`config.mk`:
```
export PLATFORM = sky130hd
export DESIGN_NAME = wotbr_cfg
export DESIGN_NICKNAME = d
export VERILOG_FILES = /design/src/pkg/wotbr_pkg.sv /design/src/wotbr_spi_frame.sv /design/src/wotbr_filter_sel.sv /design/src/wotbr_cfg.sv
export SDC_FILE = /design/constraint.sdc
export NUM_CORES = 1
export LEC_CHECK = 0
export ABC_AREA = 1
export BUFFER_PORTS_ARGS = -buffer_cell sky130_fd_sc_hd__buf_2
export CAP_MARGIN = 0
export CORE_MARGIN = 4
export CORE_UTILIZATION = 40
export DETAILED_ROUTE_END_ITERATION = 6
export GPL_ROUTABILITY_DRIVEN = 1
export HOLD_SLACK_MARGIN = 0.05
export PLACE_DENSITY = 0.64
export SLEW_MARGIN = 0
export SYNTH_ARGS = -nofsm -noshare
export SYNTH_HDL_FRONTEND = slang
export SYNTH_SLANG_ARGS = --single-unit
export TNS_END_PERCENT = 100
```
`constraint.sdc`:
```
create_clock -name i_ref_clk -period 4.6 [get_ports i_ref_clk]
set_clock_uncertainty 0.2 [all_clocks]
set_input_delay 0.23 -clock i_ref_clk [delete_from_list [all_inputs] [get_ports i_ref_clk]]
set_output_delay 0.23 -clock i_ref_clk [all_outputs]
set_load 0.02 [all_outputs]
```
`src/pkg/wotbr_pkg.sv`:
```
package wotbr_pkg;

    // ----------------------------------------------------------------
    // Serial command frame layout
    // ----------------------------------------------------------------
    localparam int          FRAME_BITS  = 32;           // Bits in one command
    localparam int          ADDR_W      = 7;            // Register address width
    localparam int          ADDR_HI     = 6;            // Address top bit in frame
    localparam int          MODE_BIT    = 7;            // Access mode, 1 = write
    localparam int          DATA_LO     = 8;            // First data bit in frame
    localparam int          DATA_HI     = 23;           // Last data bit in frame
    localparam int          DATA_W      = 16;           // Register width
    localparam logic [7:0]  STATUS_BYTE = 8'h00;        // Byte returned in bits 7:0
    localparam logic [7:0]  CHECK_BYTE  = 8'h00;        // Byte returned in bits 31:24

    // ----------------------------------------------------------------
    // Register addresses
    // ----------------------------------------------------------------
    localparam logic [6:0]  ADDR_OSC_TRIM = 7'h3C;      // Wake oscillator trim control
    localparam logic [6:0]  ADDR_OSC_CAL  = 7'h3D;      // Wake oscillator calibration status
    localparam logic [6:0]  ADDR_CDR      = 7'h3E;      // Bit recovery control

    // ----------------------------------------------------------------
    // Oscillator trim register fields
    // ----------------------------------------------------------------
    localparam int          RXSEL_BIT   = 14;           // Wake receiver select
    localparam int          TCOEF_HI    = 11;           // Temperature coefficient trim
    localparam int          TCOEF_LO    = 7;
    localparam int          CTRIM_HI    = 6;            // Oscillator coarse trim
    localparam int          CTRIM_LO    = 0;
    localparam logic [15:0] TRIM_RST    = 16'h0000;     // Power-on / soft reset value
    localparam logic [15:0] TRIM_MASK   = 16'h4FFF;     // Implemented bits
    localparam logic [1:0]  TRIM_UNLOCK = 2'h3;         // Unlock code for trim writes

    // ----------------------------------------------------------------
    // Calibration register fields
    // ----------------------------------------------------------------
    localparam int          CALH_HI     = 15;
    localparam int          CALH_LO     = 8;
    localparam int          CALL_HI     = 7;
    localparam int          CALL_LO     = 0;
    localparam logic [15:0] CAL_RST     = 16'h0000;

    // ----------------------------------------------------------------
    // Bit recovery control fields
    // ----------------------------------------------------------------
    localparam int          CLKSEL_HI   = 6;            // Recovery clock select
    localparam int          CLKSEL_LO   = 5;
    localparam int          FILT_HI     = 3;            // Filter time constant code
    localparam int          FILT_LO     = 2;
    localparam int          EN_BIT      = 0;            // Recovery enable
    localparam logic [15:0] CDR_RST     = 16'h0004;     // Constant 16, disabled
    localparam logic [15:0] CDR_MASK    = 16'h006D;     // Implemented bits
    localparam logic [3:0]  DIV_BASE    = 4'h1;         // 75 MHz divided by 2^select

    // ----------------------------------------------------------------
    // Filter codes, constants and adaptive gap bands in bit times
    // ----------------------------------------------------------------
    localparam logic [1:0]  FILT_C8     = 2'h0;
    localparam logic [1:0]  FILT_C16    = 2'h1;
    localparam logic [1:0]  FILT_C32    = 2'h2;
    localparam logic [1:0]  FILT_ADAPT  = 2'h3;
    localparam logic [5:0]  TC_8        = 6'h08;
    localparam logic [5:0]  TC_16       = 6'h10;
    localparam logic [5:0]  TC_32       = 6'h20;
    localparam logic [3:0]  GAP_MIN32   = 4'h2;
    localparam logic [3:0]  GAP_MAX32   = 4'h3;
    localparam logic [3:0]  GAP_MIN16   = 4'h4;
    localparam logic [3:0]  GAP_MAX16   = 4'h8;
    localparam logic [3:0]  GAP_MIN8    = 4'h9;
    localparam logic [3:0]  GAP_MAX8    = 4'hA;
    localparam logic [3:0]  GAP_SAT     = 4'hF;

    // ----------------------------------------------------------------
    // Serial frame states
    // ----------------------------------------------------------------
    typedef enum logic {
        SPI_IDLE,
        SPI_SHIFT
    } wotbr_spi_state_e;

endpackage

```
`src/wotbr_spi_frame.sv`:
```
`timescale 1ns/10ps
module wotbr_spi_frame
(
    // Clock and reset
    input  wire logic                        i_clk,
    input  wire logic                        i_rst_n,
    // Serial pins
    input  wire logic                        i_csn_b,
    input  wire logic                        i_sclk,
    input  wire logic                        i_sdi,
    output logic                             o_sdo,
    // Register side
    input  wire logic [wotbr_pkg::DATA_W-1:0] i_rdata,
    output logic [wotbr_pkg::ADDR_W-1:0]     o_addr,
    output logic                             o_write,
    output logic [wotbr_pkg::DATA_W-1:0]     o_wdata,
    output logic                             o_frame_done
);

    // ----------------------------------------------------------------
    // State
    // ----------------------------------------------------------------
    wotbr_pkg::wotbr_spi_state_e      state_reg, state_next;   // Frame state
    logic [5:0]                       cnt_reg, cnt_next;       // Bits taken
    logic [wotbr_pkg::FRAME_BITS-1:0] frame_reg, frame_next;   // Bits by index
    logic [wotbr_pkg::FRAME_BITS-1:0] reply_reg, reply_next;   // Reply bits
    logic                             sdo_reg, sdo_next;       // Output bit
    logic                             done_reg, done_next;     // Frame pulse
    logic                             sclk_reg;                // Last clock level
    logic                             rise, fall;              // Clock edges
    logic                             in_frame;                // Room for bits

    assign rise     = i_sclk & ~sclk_reg;
    assign fall     = ~i_sclk & sclk_reg;
    assign in_frame = (cnt_reg < 6'(wotbr_pkg::FRAME_BITS));

    // Frame fields from the captured bits, first bit is bit 0
    assign o_addr       = frame_reg[wotbr_pkg::ADDR_HI:0];
    assign o_write      = frame_reg[wotbr_pkg::MODE_BIT];
    assign o_wdata      = frame_reg[wotbr_pkg::DATA_HI:wotbr_pkg::DATA_LO];
    assign o_frame_done = done_reg;
    assign o_sdo        = sdo_reg;

    // ----------------------------------------------------------------
    // Frame sequencing
    // ----------------------------------------------------------------
    // Next values of the shifter
    always_comb
    begin
        state_next = state_reg;
        cnt_next   = cnt_reg;
        frame_next = frame_reg;
        reply_next = reply_reg;
        sdo_next   = sdo_reg;
        done_next  = 1'b0;
        case (state_reg)
            wotbr_pkg::SPI_IDLE:
            begin
                // Select falls: fresh frame, status bits first
                if (!i_csn_b)
                begin
                    state_next = wotbr_pkg::SPI_SHIFT;
                    cnt_next   = '0;
                    reply_next = {wotbr_pkg::CHECK_BYTE, 16'h0000, wotbr_pkg::STATUS_BYTE};
                    sdo_next   = wotbr_pkg::STATUS_BYTE[0];
                end
            end
            wotbr_pkg::SPI_SHIFT:
            begin
                if (i_csn_b)
                begin
                    // Only a whole 32-bit frame is acted on
                    state_next = wotbr_pkg::SPI_IDLE;
                    done_next  = (cnt_reg == 6'(wotbr_pkg::FRAME_BITS));
                end
                else
                begin
                    // Sample on rising clock
                    if (rise && in_frame)
                    begin
                        frame_next[cnt_reg[4:0]] = i_sdi;
                        cnt_next = cnt_reg + 6'h01;
                    end
                    // Shift out on falling clock, register read once address is in
                    if (fall && in_frame)
                    begin
                        if (cnt_reg == 6'(wotbr_pkg::DATA_LO))
                        begin
                            reply_next[wotbr_pkg::DATA_HI:wotbr_pkg::DATA_LO] = i_rdata;
                            sdo_next = i_rdata[0];
                        end
                        else
                        begin
                            sdo_next = reply_reg[cnt_reg[4:0]];
                        end
                    end
                end
            end
            default:
            begin
                state_next = wotbr_pkg::SPI_IDLE;
            end
        endcase
    end

    // Register stage
    always_ff @(posedge i_clk or negedge i_rst_n)
    begin
        if (!i_rst_n)
        begin
            state_reg <= wotbr_pkg::SPI_IDLE;
            cnt_reg   <= '0;
            frame_reg <= '0;
            reply_reg <= '0;
            sdo_reg   <= 1'b0;
            done_reg  <= 1'b0;
            sclk_reg  <= 1'b0;
        end
        else
        begin
            state_reg <= state_next;
            cnt_reg   <= cnt_next;
            frame_reg <= frame_next;
            reply_reg <= reply_next;
            sdo_reg   <= sdo_next;
            done_reg  <= done_next;
            sclk_reg  <= i_sclk;
        end
    end

endmodule

```
`src/wotbr_filter_sel.sv`:
```
`timescale 1ns/10ps
module wotbr_filter_sel
(
    // Clock and reset
    input  wire logic       i_clk,
    input  wire logic       i_rst_n,
    // Control
    input  wire logic       i_enable,
    input  wire logic [1:0] i_filter_code,
    // Bus activity
    input  wire logic       i_rx_data,
    input  wire logic       i_bit_tick,
    // Result
    output logic [5:0]      o_time_constant
);

    // ----------------------------------------------------------------
    // State
    // ----------------------------------------------------------------
    logic [3:0] gap_reg, gap_next;   // Bit times since last falling edge
    logic [5:0] tc_reg, tc_next;     // Selected time constant
    logic       rx_reg;              // Last receive level
    logic       falling;             // Falling edge on receive

    assign falling         = rx_reg & ~i_rx_data;
    assign o_time_constant = tc_reg;

    // ----------------------------------------------------------------
    // Constant selection
    // ----------------------------------------------------------------
    // Next gap count and constant
    always_comb
    begin
        gap_next = gap_reg;
        tc_next  = tc_reg;
        // Gap counter, held at zero while recovery is off
        if (!i_enable || falling)
            gap_next = '0;
        else if (i_bit_tick && gap_reg != wotbr_pkg::GAP_SAT)
            gap_next = gap_reg + 4'h1;
        case (i_filter_code)
            wotbr_pkg::FILT_C8:  tc_next = wotbr_pkg::TC_8;
            wotbr_pkg::FILT_C16: tc_next = wotbr_pkg::TC_16;
            wotbr_pkg::FILT_C32: tc_next = wotbr_pkg::TC_32;
            wotbr_pkg::FILT_ADAPT:
            begin
                // Banded by edge spacing, out-of-band gaps keep the last value
                if (i_enable && falling)
                begin
                    if (gap_reg >= wotbr_pkg::GAP_MIN32 && gap_reg <= wotbr_pkg::GAP_MAX32)
                        tc_next = wotbr_pkg::TC_32;
                    else if (gap_reg >= wotbr_pkg::GAP_MIN16 && gap_reg <= wotbr_pkg::GAP_MAX16)
                        tc_next = wotbr_pkg::TC_16;
                    else if (gap_reg >= wotbr_pkg::GAP_MIN8 && gap_reg <= wotbr_pkg::GAP_MAX8)
                        tc_next = wotbr_pkg::TC_8;
                end
            end
            default:
            begin
                tc_next = wotbr_pkg::TC_16;
            end
        endcase
    end

    // Register stage
    always_ff @(posedge i_clk or negedge i_rst_n)
    begin
        if (!i_rst_n)
        begin
            gap_reg <= '0;
            tc_reg  <= wotbr_pkg::TC_16;
            rx_reg  <= 1'b1;
        end
        else
        begin
            gap_reg <= gap_next;
            tc_reg  <= tc_next;
            rx_reg  <= i_rx_data;
        end
    end

endmodule

```
`src/wotbr_cfg.sv`:
```
// Function
// - Reserved bits always read back zero
// - Bit 14 picks low-power or standard receiver
// - Trim fields writable only with unlock 11
// - Temp coefficient 11:7, coarse trim 6:0
// - Receiver select resets to low-power receiver
// - Reset clears trim; restart zeroes reserved only
// - Calibration high byte 15:8, low 7:0
// - Clock select 6:5 picks 75 MHz halvings
// - Filter code 3:2 gives constants 8/16/32
// - Code 11 adapts constant to edge spacing
// - Bit 0 enables bit clock recovery
// - Restart zeroes recovery reserved bits, keeps fields
// - Access by four-byte 32-bit serial command
`timescale 1ns/10ps
module wotbr_cfg
(
    // Clock and reset
    input  wire logic        i_ref_clk,
    input  wire logic        i_rst_b,
    input  wire logic        i_soft_rst,
    input  wire logic        i_restart,
    // Serial command pins
    input  wire logic        i_spi_csn_b,
    input  wire logic        i_spi_sclk,
    input  wire logic        i_spi_sdi,
    output logic             o_spi_sdo,
    // Trim unlock and calibration source
    input  wire logic [1:0]  i_trim_unlock,
    input  wire logic [15:0] i_calibration,
    // Bus activity for recovery
    input  wire logic        i_rx_data,
    input  wire logic        i_bit_tick,
    // Oscillator trim outputs
    output logic             o_wake_receiver_select,
    output logic [4:0]       o_temp_coef_trim,
    output logic [6:0]       o_oscillator_coarse_trim,
    // Bit clock recovery outputs
    output logic [1:0]       o_recovery_clock_select,
    output logic [3:0]       o_recovery_clock_div,
    output logic             o_recovery_enable,
    output logic [5:0]       o_filter_time_constant
);

    // ----------------------------------------------------------------
    // Declarations
    // ----------------------------------------------------------------
    logic        rst_meta_reg;             // Reset release, first stage
    logic        rst_n_reg;                // Reset release, used copy
    logic [15:0] trim_reg, trim_next;      // Oscillator trim control
    logic [15:0] cdr_reg, cdr_next;        // Bit recovery control
    logic [15:0] cal_reg, cal_next;        // Calibration status
    logic        rxsel_reg;                // Receiver select output
    logic [4:0]  tcoef_reg;                // Temp coefficient output
    logic [6:0]  ctrim_reg;                // Coarse trim output
    logic [1:0]  clksel_reg;               // Clock select output
    logic [3:0]  div_reg;                  // Clock divide output
    logic        en_reg;                   // Enable output
    logic [6:0]  cmd_addr;                 // Address of current frame
    logic        cmd_write;                // Frame is a write
    logic [15:0] cmd_wdata;                // Frame data
    logic        cmd_done;                 // Whole frame received
    logic [15:0] rd_value;                 // Read mux result

    // ----------------------------------------------------------------
    // Functions
    // ----------------------------------------------------------------
    // Read view of an address, unmapped reads zero
    function automatic logic [15:0] read_reg(input logic [6:0] addr, input logic [15:0] trim,
                                             input logic [15:0] cal, input logic [15:0] bit_clock_recovery);
        case (addr)
            wotbr_pkg::ADDR_OSC_TRIM: read_reg = trim & wotbr_pkg::TRIM_MASK;
            wotbr_pkg::ADDR_OSC_CAL:  read_reg = cal;
            wotbr_pkg::ADDR_CDR:      read_reg = bit_clock_recovery & wotbr_pkg::CDR_MASK;
            default:                  read_reg = 16'h0000;
        endcase
    endfunction

    // Divide ratio from 75 MHz for a clock select code
    function automatic logic [3:0] clk_div(input logic [1:0] sel);
        clk_div = 4'(wotbr_pkg::DIV_BASE << sel);
    endfunction

    // ----------------------------------------------------------------
    // Reset release
    // ----------------------------------------------------------------
    // Two-stage release of the asynchronous reset
    always_ff @(posedge i_ref_clk or negedge i_rst_b)
    begin
        if (!i_rst_b)
        begin
            rst_meta_reg <= 1'b0;
            rst_n_reg    <= 1'b0;
        end
        else
        begin
            rst_meta_reg <= 1'b1;
            rst_n_reg    <= rst_meta_reg;
        end
    end

    // ----------------------------------------------------------------
    // Serial command front end
    // ----------------------------------------------------------------
    // Read data follows the address bits of the frame
    assign rd_value = read_reg(cmd_addr, trim_reg, cal_reg, cdr_reg);

    // Four-byte command shifter
    wotbr_spi_frame u_spi
    (
        .i_clk        (i_ref_clk),
        .i_rst_n      (rst_n_reg),
        .i_csn_b      (i_spi_csn_b),
        .i_sclk       (i_spi_sclk),
        .i_sdi        (i_spi_sdi),
        .o_sdo        (o_spi_sdo),
        .i_rdata      (rd_value),
        .o_addr       (cmd_addr),
        .o_write      (cmd_write),
        .o_wdata      (cmd_wdata),
        .o_frame_done (cmd_done)
    );

    // ----------------------------------------------------------------
    // Register file
    // ----------------------------------------------------------------
    // Next register values
    always_comb
    begin
        trim_next = trim_reg;
        cdr_next  = cdr_reg;
        cal_next  = i_calibration;   // Status tracks the calibration source
        if (i_soft_rst)
        begin
            // Soft reset loads the defined values
            trim_next = wotbr_pkg::TRIM_RST;
            cdr_next  = wotbr_pkg::CDR_RST;
            cal_next  = wotbr_pkg::CAL_RST;
        end
        else if (i_restart)
        begin
            // Restart clears reserved bits, configurable fields keep their value
            trim_next = trim_reg & wotbr_pkg::TRIM_MASK;
            cdr_next  = cdr_reg & wotbr_pkg::CDR_MASK;
        end
        else if (cmd_done && cmd_write)
        begin
            case (cmd_addr)
                wotbr_pkg::ADDR_OSC_TRIM:
                begin
                    // Locked trim ignores writes
                    if (i_trim_unlock == wotbr_pkg::TRIM_UNLOCK)
                        trim_next = cmd_wdata & wotbr_pkg::TRIM_MASK;
                end
                wotbr_pkg::ADDR_CDR:
                begin
                    cdr_next = cmd_wdata & wotbr_pkg::CDR_MASK;
                end
                default:
                begin
                    // Calibration and unmapped addresses take no write
                    trim_next = trim_reg;
                end
            endcase
        end
    end

    // Register stage, including field outputs
    always_ff @(posedge i_ref_clk or negedge rst_n_reg)
    begin
        if (!rst_n_reg)
        begin
            trim_reg   <= wotbr_pkg::TRIM_RST;
            cdr_reg    <= wotbr_pkg::CDR_RST;
            cal_reg    <= wotbr_pkg::CAL_RST;
            rxsel_reg  <= 1'b0;
            tcoef_reg  <= '0;
            ctrim_reg  <= '0;
            clksel_reg <= '0;
            div_reg    <= wotbr_pkg::DIV_BASE;
            en_reg     <= 1'b0;
        end
        else
        begin
            trim_reg   <= trim_next;
            cdr_reg    <= cdr_next;
            cal_reg    <= cal_next;
            // Field outputs from the stored registers
            rxsel_reg  <= trim_reg[wotbr_pkg::RXSEL_BIT];
            tcoef_reg  <= trim_reg[wotbr_pkg::TCOEF_HI:wotbr_pkg::TCOEF_LO];
            ctrim_reg  <= trim_reg[wotbr_pkg::CTRIM_HI:wotbr_pkg::CTRIM_LO];
            // Recovery clock choice
            clksel_reg <= cdr_reg[wotbr_pkg::CLKSEL_HI:wotbr_pkg::CLKSEL_LO];
            div_reg    <= clk_div(cdr_reg[wotbr_pkg::CLKSEL_HI:wotbr_pkg::CLKSEL_LO]);
            en_reg     <= cdr_reg[wotbr_pkg::EN_BIT];
        end
    end

    // ----------------------------------------------------------------
    // Filter time constant
    // ----------------------------------------------------------------
    // Fixed or adaptive constant from the filter code
    wotbr_filter_sel u_filter
    (
        .i_clk           (i_ref_clk),
        .i_rst_n         (rst_n_reg),
        .i_enable        (cdr_reg[wotbr_pkg::EN_BIT]),
        .i_filter_code   (cdr_reg[wotbr_pkg::FILT_HI:wotbr_pkg::FILT_LO]),
        .i_rx_data       (i_rx_data),
        .i_bit_tick      (i_bit_tick),
        .o_time_constant (o_filter_time_constant)
    );

    // ----------------------------------------------------------------
    // Outputs
    // ----------------------------------------------------------------
    assign o_wake_receiver_select   = rxsel_reg;
    assign o_temp_coef_trim         = tcoef_reg;
    assign o_oscillator_coarse_trim = ctrim_reg;
    assign o_recovery_clock_select  = clksel_reg;
    assign o_recovery_clock_div     = div_reg;
    assign o_recovery_enable        = en_reg;

endmodule

```
==> flow_summary.toml <==
[sta]
hold_viol_final = 0
finalSetupViolCount = 0
fin_tns_setup_ps = 0
fin_ws_ps = 2140
grt_setup_unrepaired = "no"
worst_pin_slew_ps = 831
fin_crit_sh = 0.535
slew_headroom = 0.446
timing.fmax_mhz = 406
min_period_ps = 2460
drv_slew = 0

[cells_and_area]
post-route-util = 0.491
antennaDiodeCount = 0
areaGrowthSynthToFinish_pct = 18.1
largest_register_ff_count = 21
final_cell_area_um2 = 5730
nets = 671
drive_gt1_frac = 0.134
nFillCells = 1095

[clock_network]
htree_levels = 3
clkTransAtPathRegs_ps = 70
post_cts_buffers = 0
cts_inserted_buffers = 9
cts.sinks = 111
cts_root_buf = "clkbuf_16"
hold_buffers = 23
clock_latency_ps = 350
cts_tree = "built"
cts-resized-gates = 0
clock_path_buffers = 2

[floorplanning]
fp.dieArea_um2 = 13900
row_count = 39
fp.dieH_um = 118
die_w_um = 118
start_util = 0.416
coreArea_um2 = 11700
ios = 54

[grt]
grt_pass1_wl_mm = 18.1
grt_max_degree = 66
antenna_found_initial = 0
grt_usage = 0.160
grt_pass1_vias = 3668
overflow = 0

[routing]
antenna_left = 0
drt_first_pass_iters = 5
via_count = 3808
wl_mm = 10.6
wire_per_inst_um = 13.6
via_per_inst = 4.86
drc = 0
first_iter_violations = 315

[critical_path]
crit_arrival_ps = 2560
reg2reg_to = "trim_reg[7]"
worstSetupPathType = "flip-flop to flip-flop"
end_kind = "flip-flop"
rrSetupSlack_ps = 2140
r2r_cells = 9
start_kind = "flip-flop"
cp.required_ps = 4700
r2r-start = "u_spi.frame_reg[1]"
worstPathMaxFanout = 16

[yosys]
synthMuxAreaShare = 0
yosys_warnings = 0
synth_area_leaders = "dfrtp_1 (55%), nand2_1 (14%), nand3_1 (6.7%)"
yosys.area.top_type_share = 0.552
synth_cell_type_count = 35
synth-seq-area-share = 0.574
synth_xor_area_frac = 0.00181
synth_fa_ha_area_frac = 0.0206
async_reset_ff_frac = 1.00
synth_compound_area_frac = 0.0606
ys_ff_latch = 111
synthTopCellsByCount = "nand2_1 (176), dfrtp_1 (107), nand3_1 (65), inv_1 (55), nor2_1 (54)"
netlist_area_um2 = 4850
synthCells = 567
synthSimpleGateAreaFrac = 0.273
syn_avg_cell_area_um2 = 8.55
ys_dominant_reg_cell = "dfrtp_1"
synth_top_family_by_area = "simple AND/OR/NAND/NOR gates"
synth_edf_count = 0
yosys.area.top_type = "dfrtp_1"
synth_most_common_cell = "nand2_1"

[flow_run]
drv_cap = 0

[pwr]
peakVddDrop_mv = 0.191
powerDensity_nw_per_um2 = 337
p_leak_nw = 2.93
p_seq_frac = 0.531
combPwrFrac = 0.054
intPower_w = 0.00149
p_sw_w = 0.000439
clock_power_share = 0.415
p_sw_frac = 0.228
power_w = 0.00193

[placement]
pre_cts_ws_ps = 2130
io_buffers = 50
place.gp.congestion = 0.861
dp_hpwl_mm = 7.54
placed_area_um2 = 5190

[hold_path]
hp-class = "input port to flip-flop"
hold_end = "cal_reg[2]"
hp-start = "i_soft_rst"
whs_path_depth = 2

[outcome]
status = "completed"
## cells by family after synthesis
kind of cell	Yosys count
DFF	111
AOI/OAI and AO/OA	54
other	2
and+or+nand+nor	313
buffers and inverters	78
adders and majority gates	8
xor gates and xnor gates	1
## worst max-delay path by stage
stage / from / end / cells after the start
after floorplan: rst_n_reg / cal_reg[0] / 0
after global placement: u_spi.frame_reg[0] / trim_reg[10] / 9
after detailed placement: u_spi.frame_reg[1] / trim_reg[7] / 9
after CTS: u_spi.frame_reg[1] / trim_reg[7] / 9
after global routing: u_spi.frame_reg[1] / trim_reg[7] / 9
final: u_spi.frame_reg[1] / trim_reg[7] / 9
## routing by layer
layer | GRT usage | vias up | part of all wire
met5 | 0 | - | 0
met4 | 0.0615 | 0 | 0.017
met3 | 0.0264 | 12 | 0.043
met2 | 0.246 | 92 | 0.46
met1 | 0.228 | 1792 | 0.48
li1 | - | 1912 | -
## placed cells by master, fill, tap and decap left out, types with 2 or more instances in the layout
| master | netlist | layout |
|---|---|---|
| nand3_1 | 65 | 65 |
| inv_1 | 55 | 55 |
| dfrtp_1 | 107 | 106 |
| nand2_1 | 176 | 176 |
| a21oi_1 | 8 | 8 |
| dlygate4sd3_1 | 0 | 23 |
| nor2_4 | 3 | 3 |
| nor2_2 | 3 | 3 |
| clkbuf_8 | 0 | 2 |
| ha_1 | 8 | 8 |
| buf_2 | 4 | 50 |
| o21ai_0 | 38 | 38 |
| nor2_1 | 54 | 54 |
| clkbuf_16 | 0 | 9 |
| inv_2 | 4 | 4 |
| o21ai_1 | 2 | 2 |
| conb_1 | 2 | 4 |
| clkinvlp_4 | 0 | 2 |
| dfstp_2 | 4 | 4 |
| nor3_1 | 5 | 5 |
## critical path, cell delays in order (launching register included)
cell and delay (ps):
dfrtp_1 390, inv_1 100, nand2_1 60, nor2_1 140, nand2_1 110, inv_1 320, nand4_2 420, nand2_1 430
nand3_1 150, nand2_1 80
## per-stage QoR
| stage | hold slack (ps) | instances |
|---|---|---|
| floorplan | -266 | 569 |
| global placement | -185 | 745 |
| detailed placement | -183 | 745 |
| CTS | 88.7 | 783 |
| global route | 115 | 783 |
| finish | 88.2 | 783 |
## power groups by stage
| stage | combinational [W] | clock [W] | sequential, W |
|---|---|---|---|
| 6_report | 0.000104 | 0.000801 | 0.00102 |
| 5_1_grt | 0.000118 | 0.000862 | 0.00103 |
| 3_3_place_gp | 0.0000873 | 0 | 0.00104 |
| 4_1_cts | 0.000105 | 0.000818 | 0.00103 |
| 3_5_place_dp | 0.0000894 | 0 | 0.00104 |
| 2_1_floorplan | 0.0000576 | 0 | 0.00104 |
## layout make-up
type                    count  area, um2  share of cell area
repair buffers             74        488              0.0852
inverters                  60        225              0.0393
multi-input cells         380       1740               0.304
well taps                 143        179              0.0312
clock inverters             4       53.8             0.00939
clock buffers              11        253              0.0441
flip-flops and latches    111       2790               0.487
(Power assumes the default switching activity.)
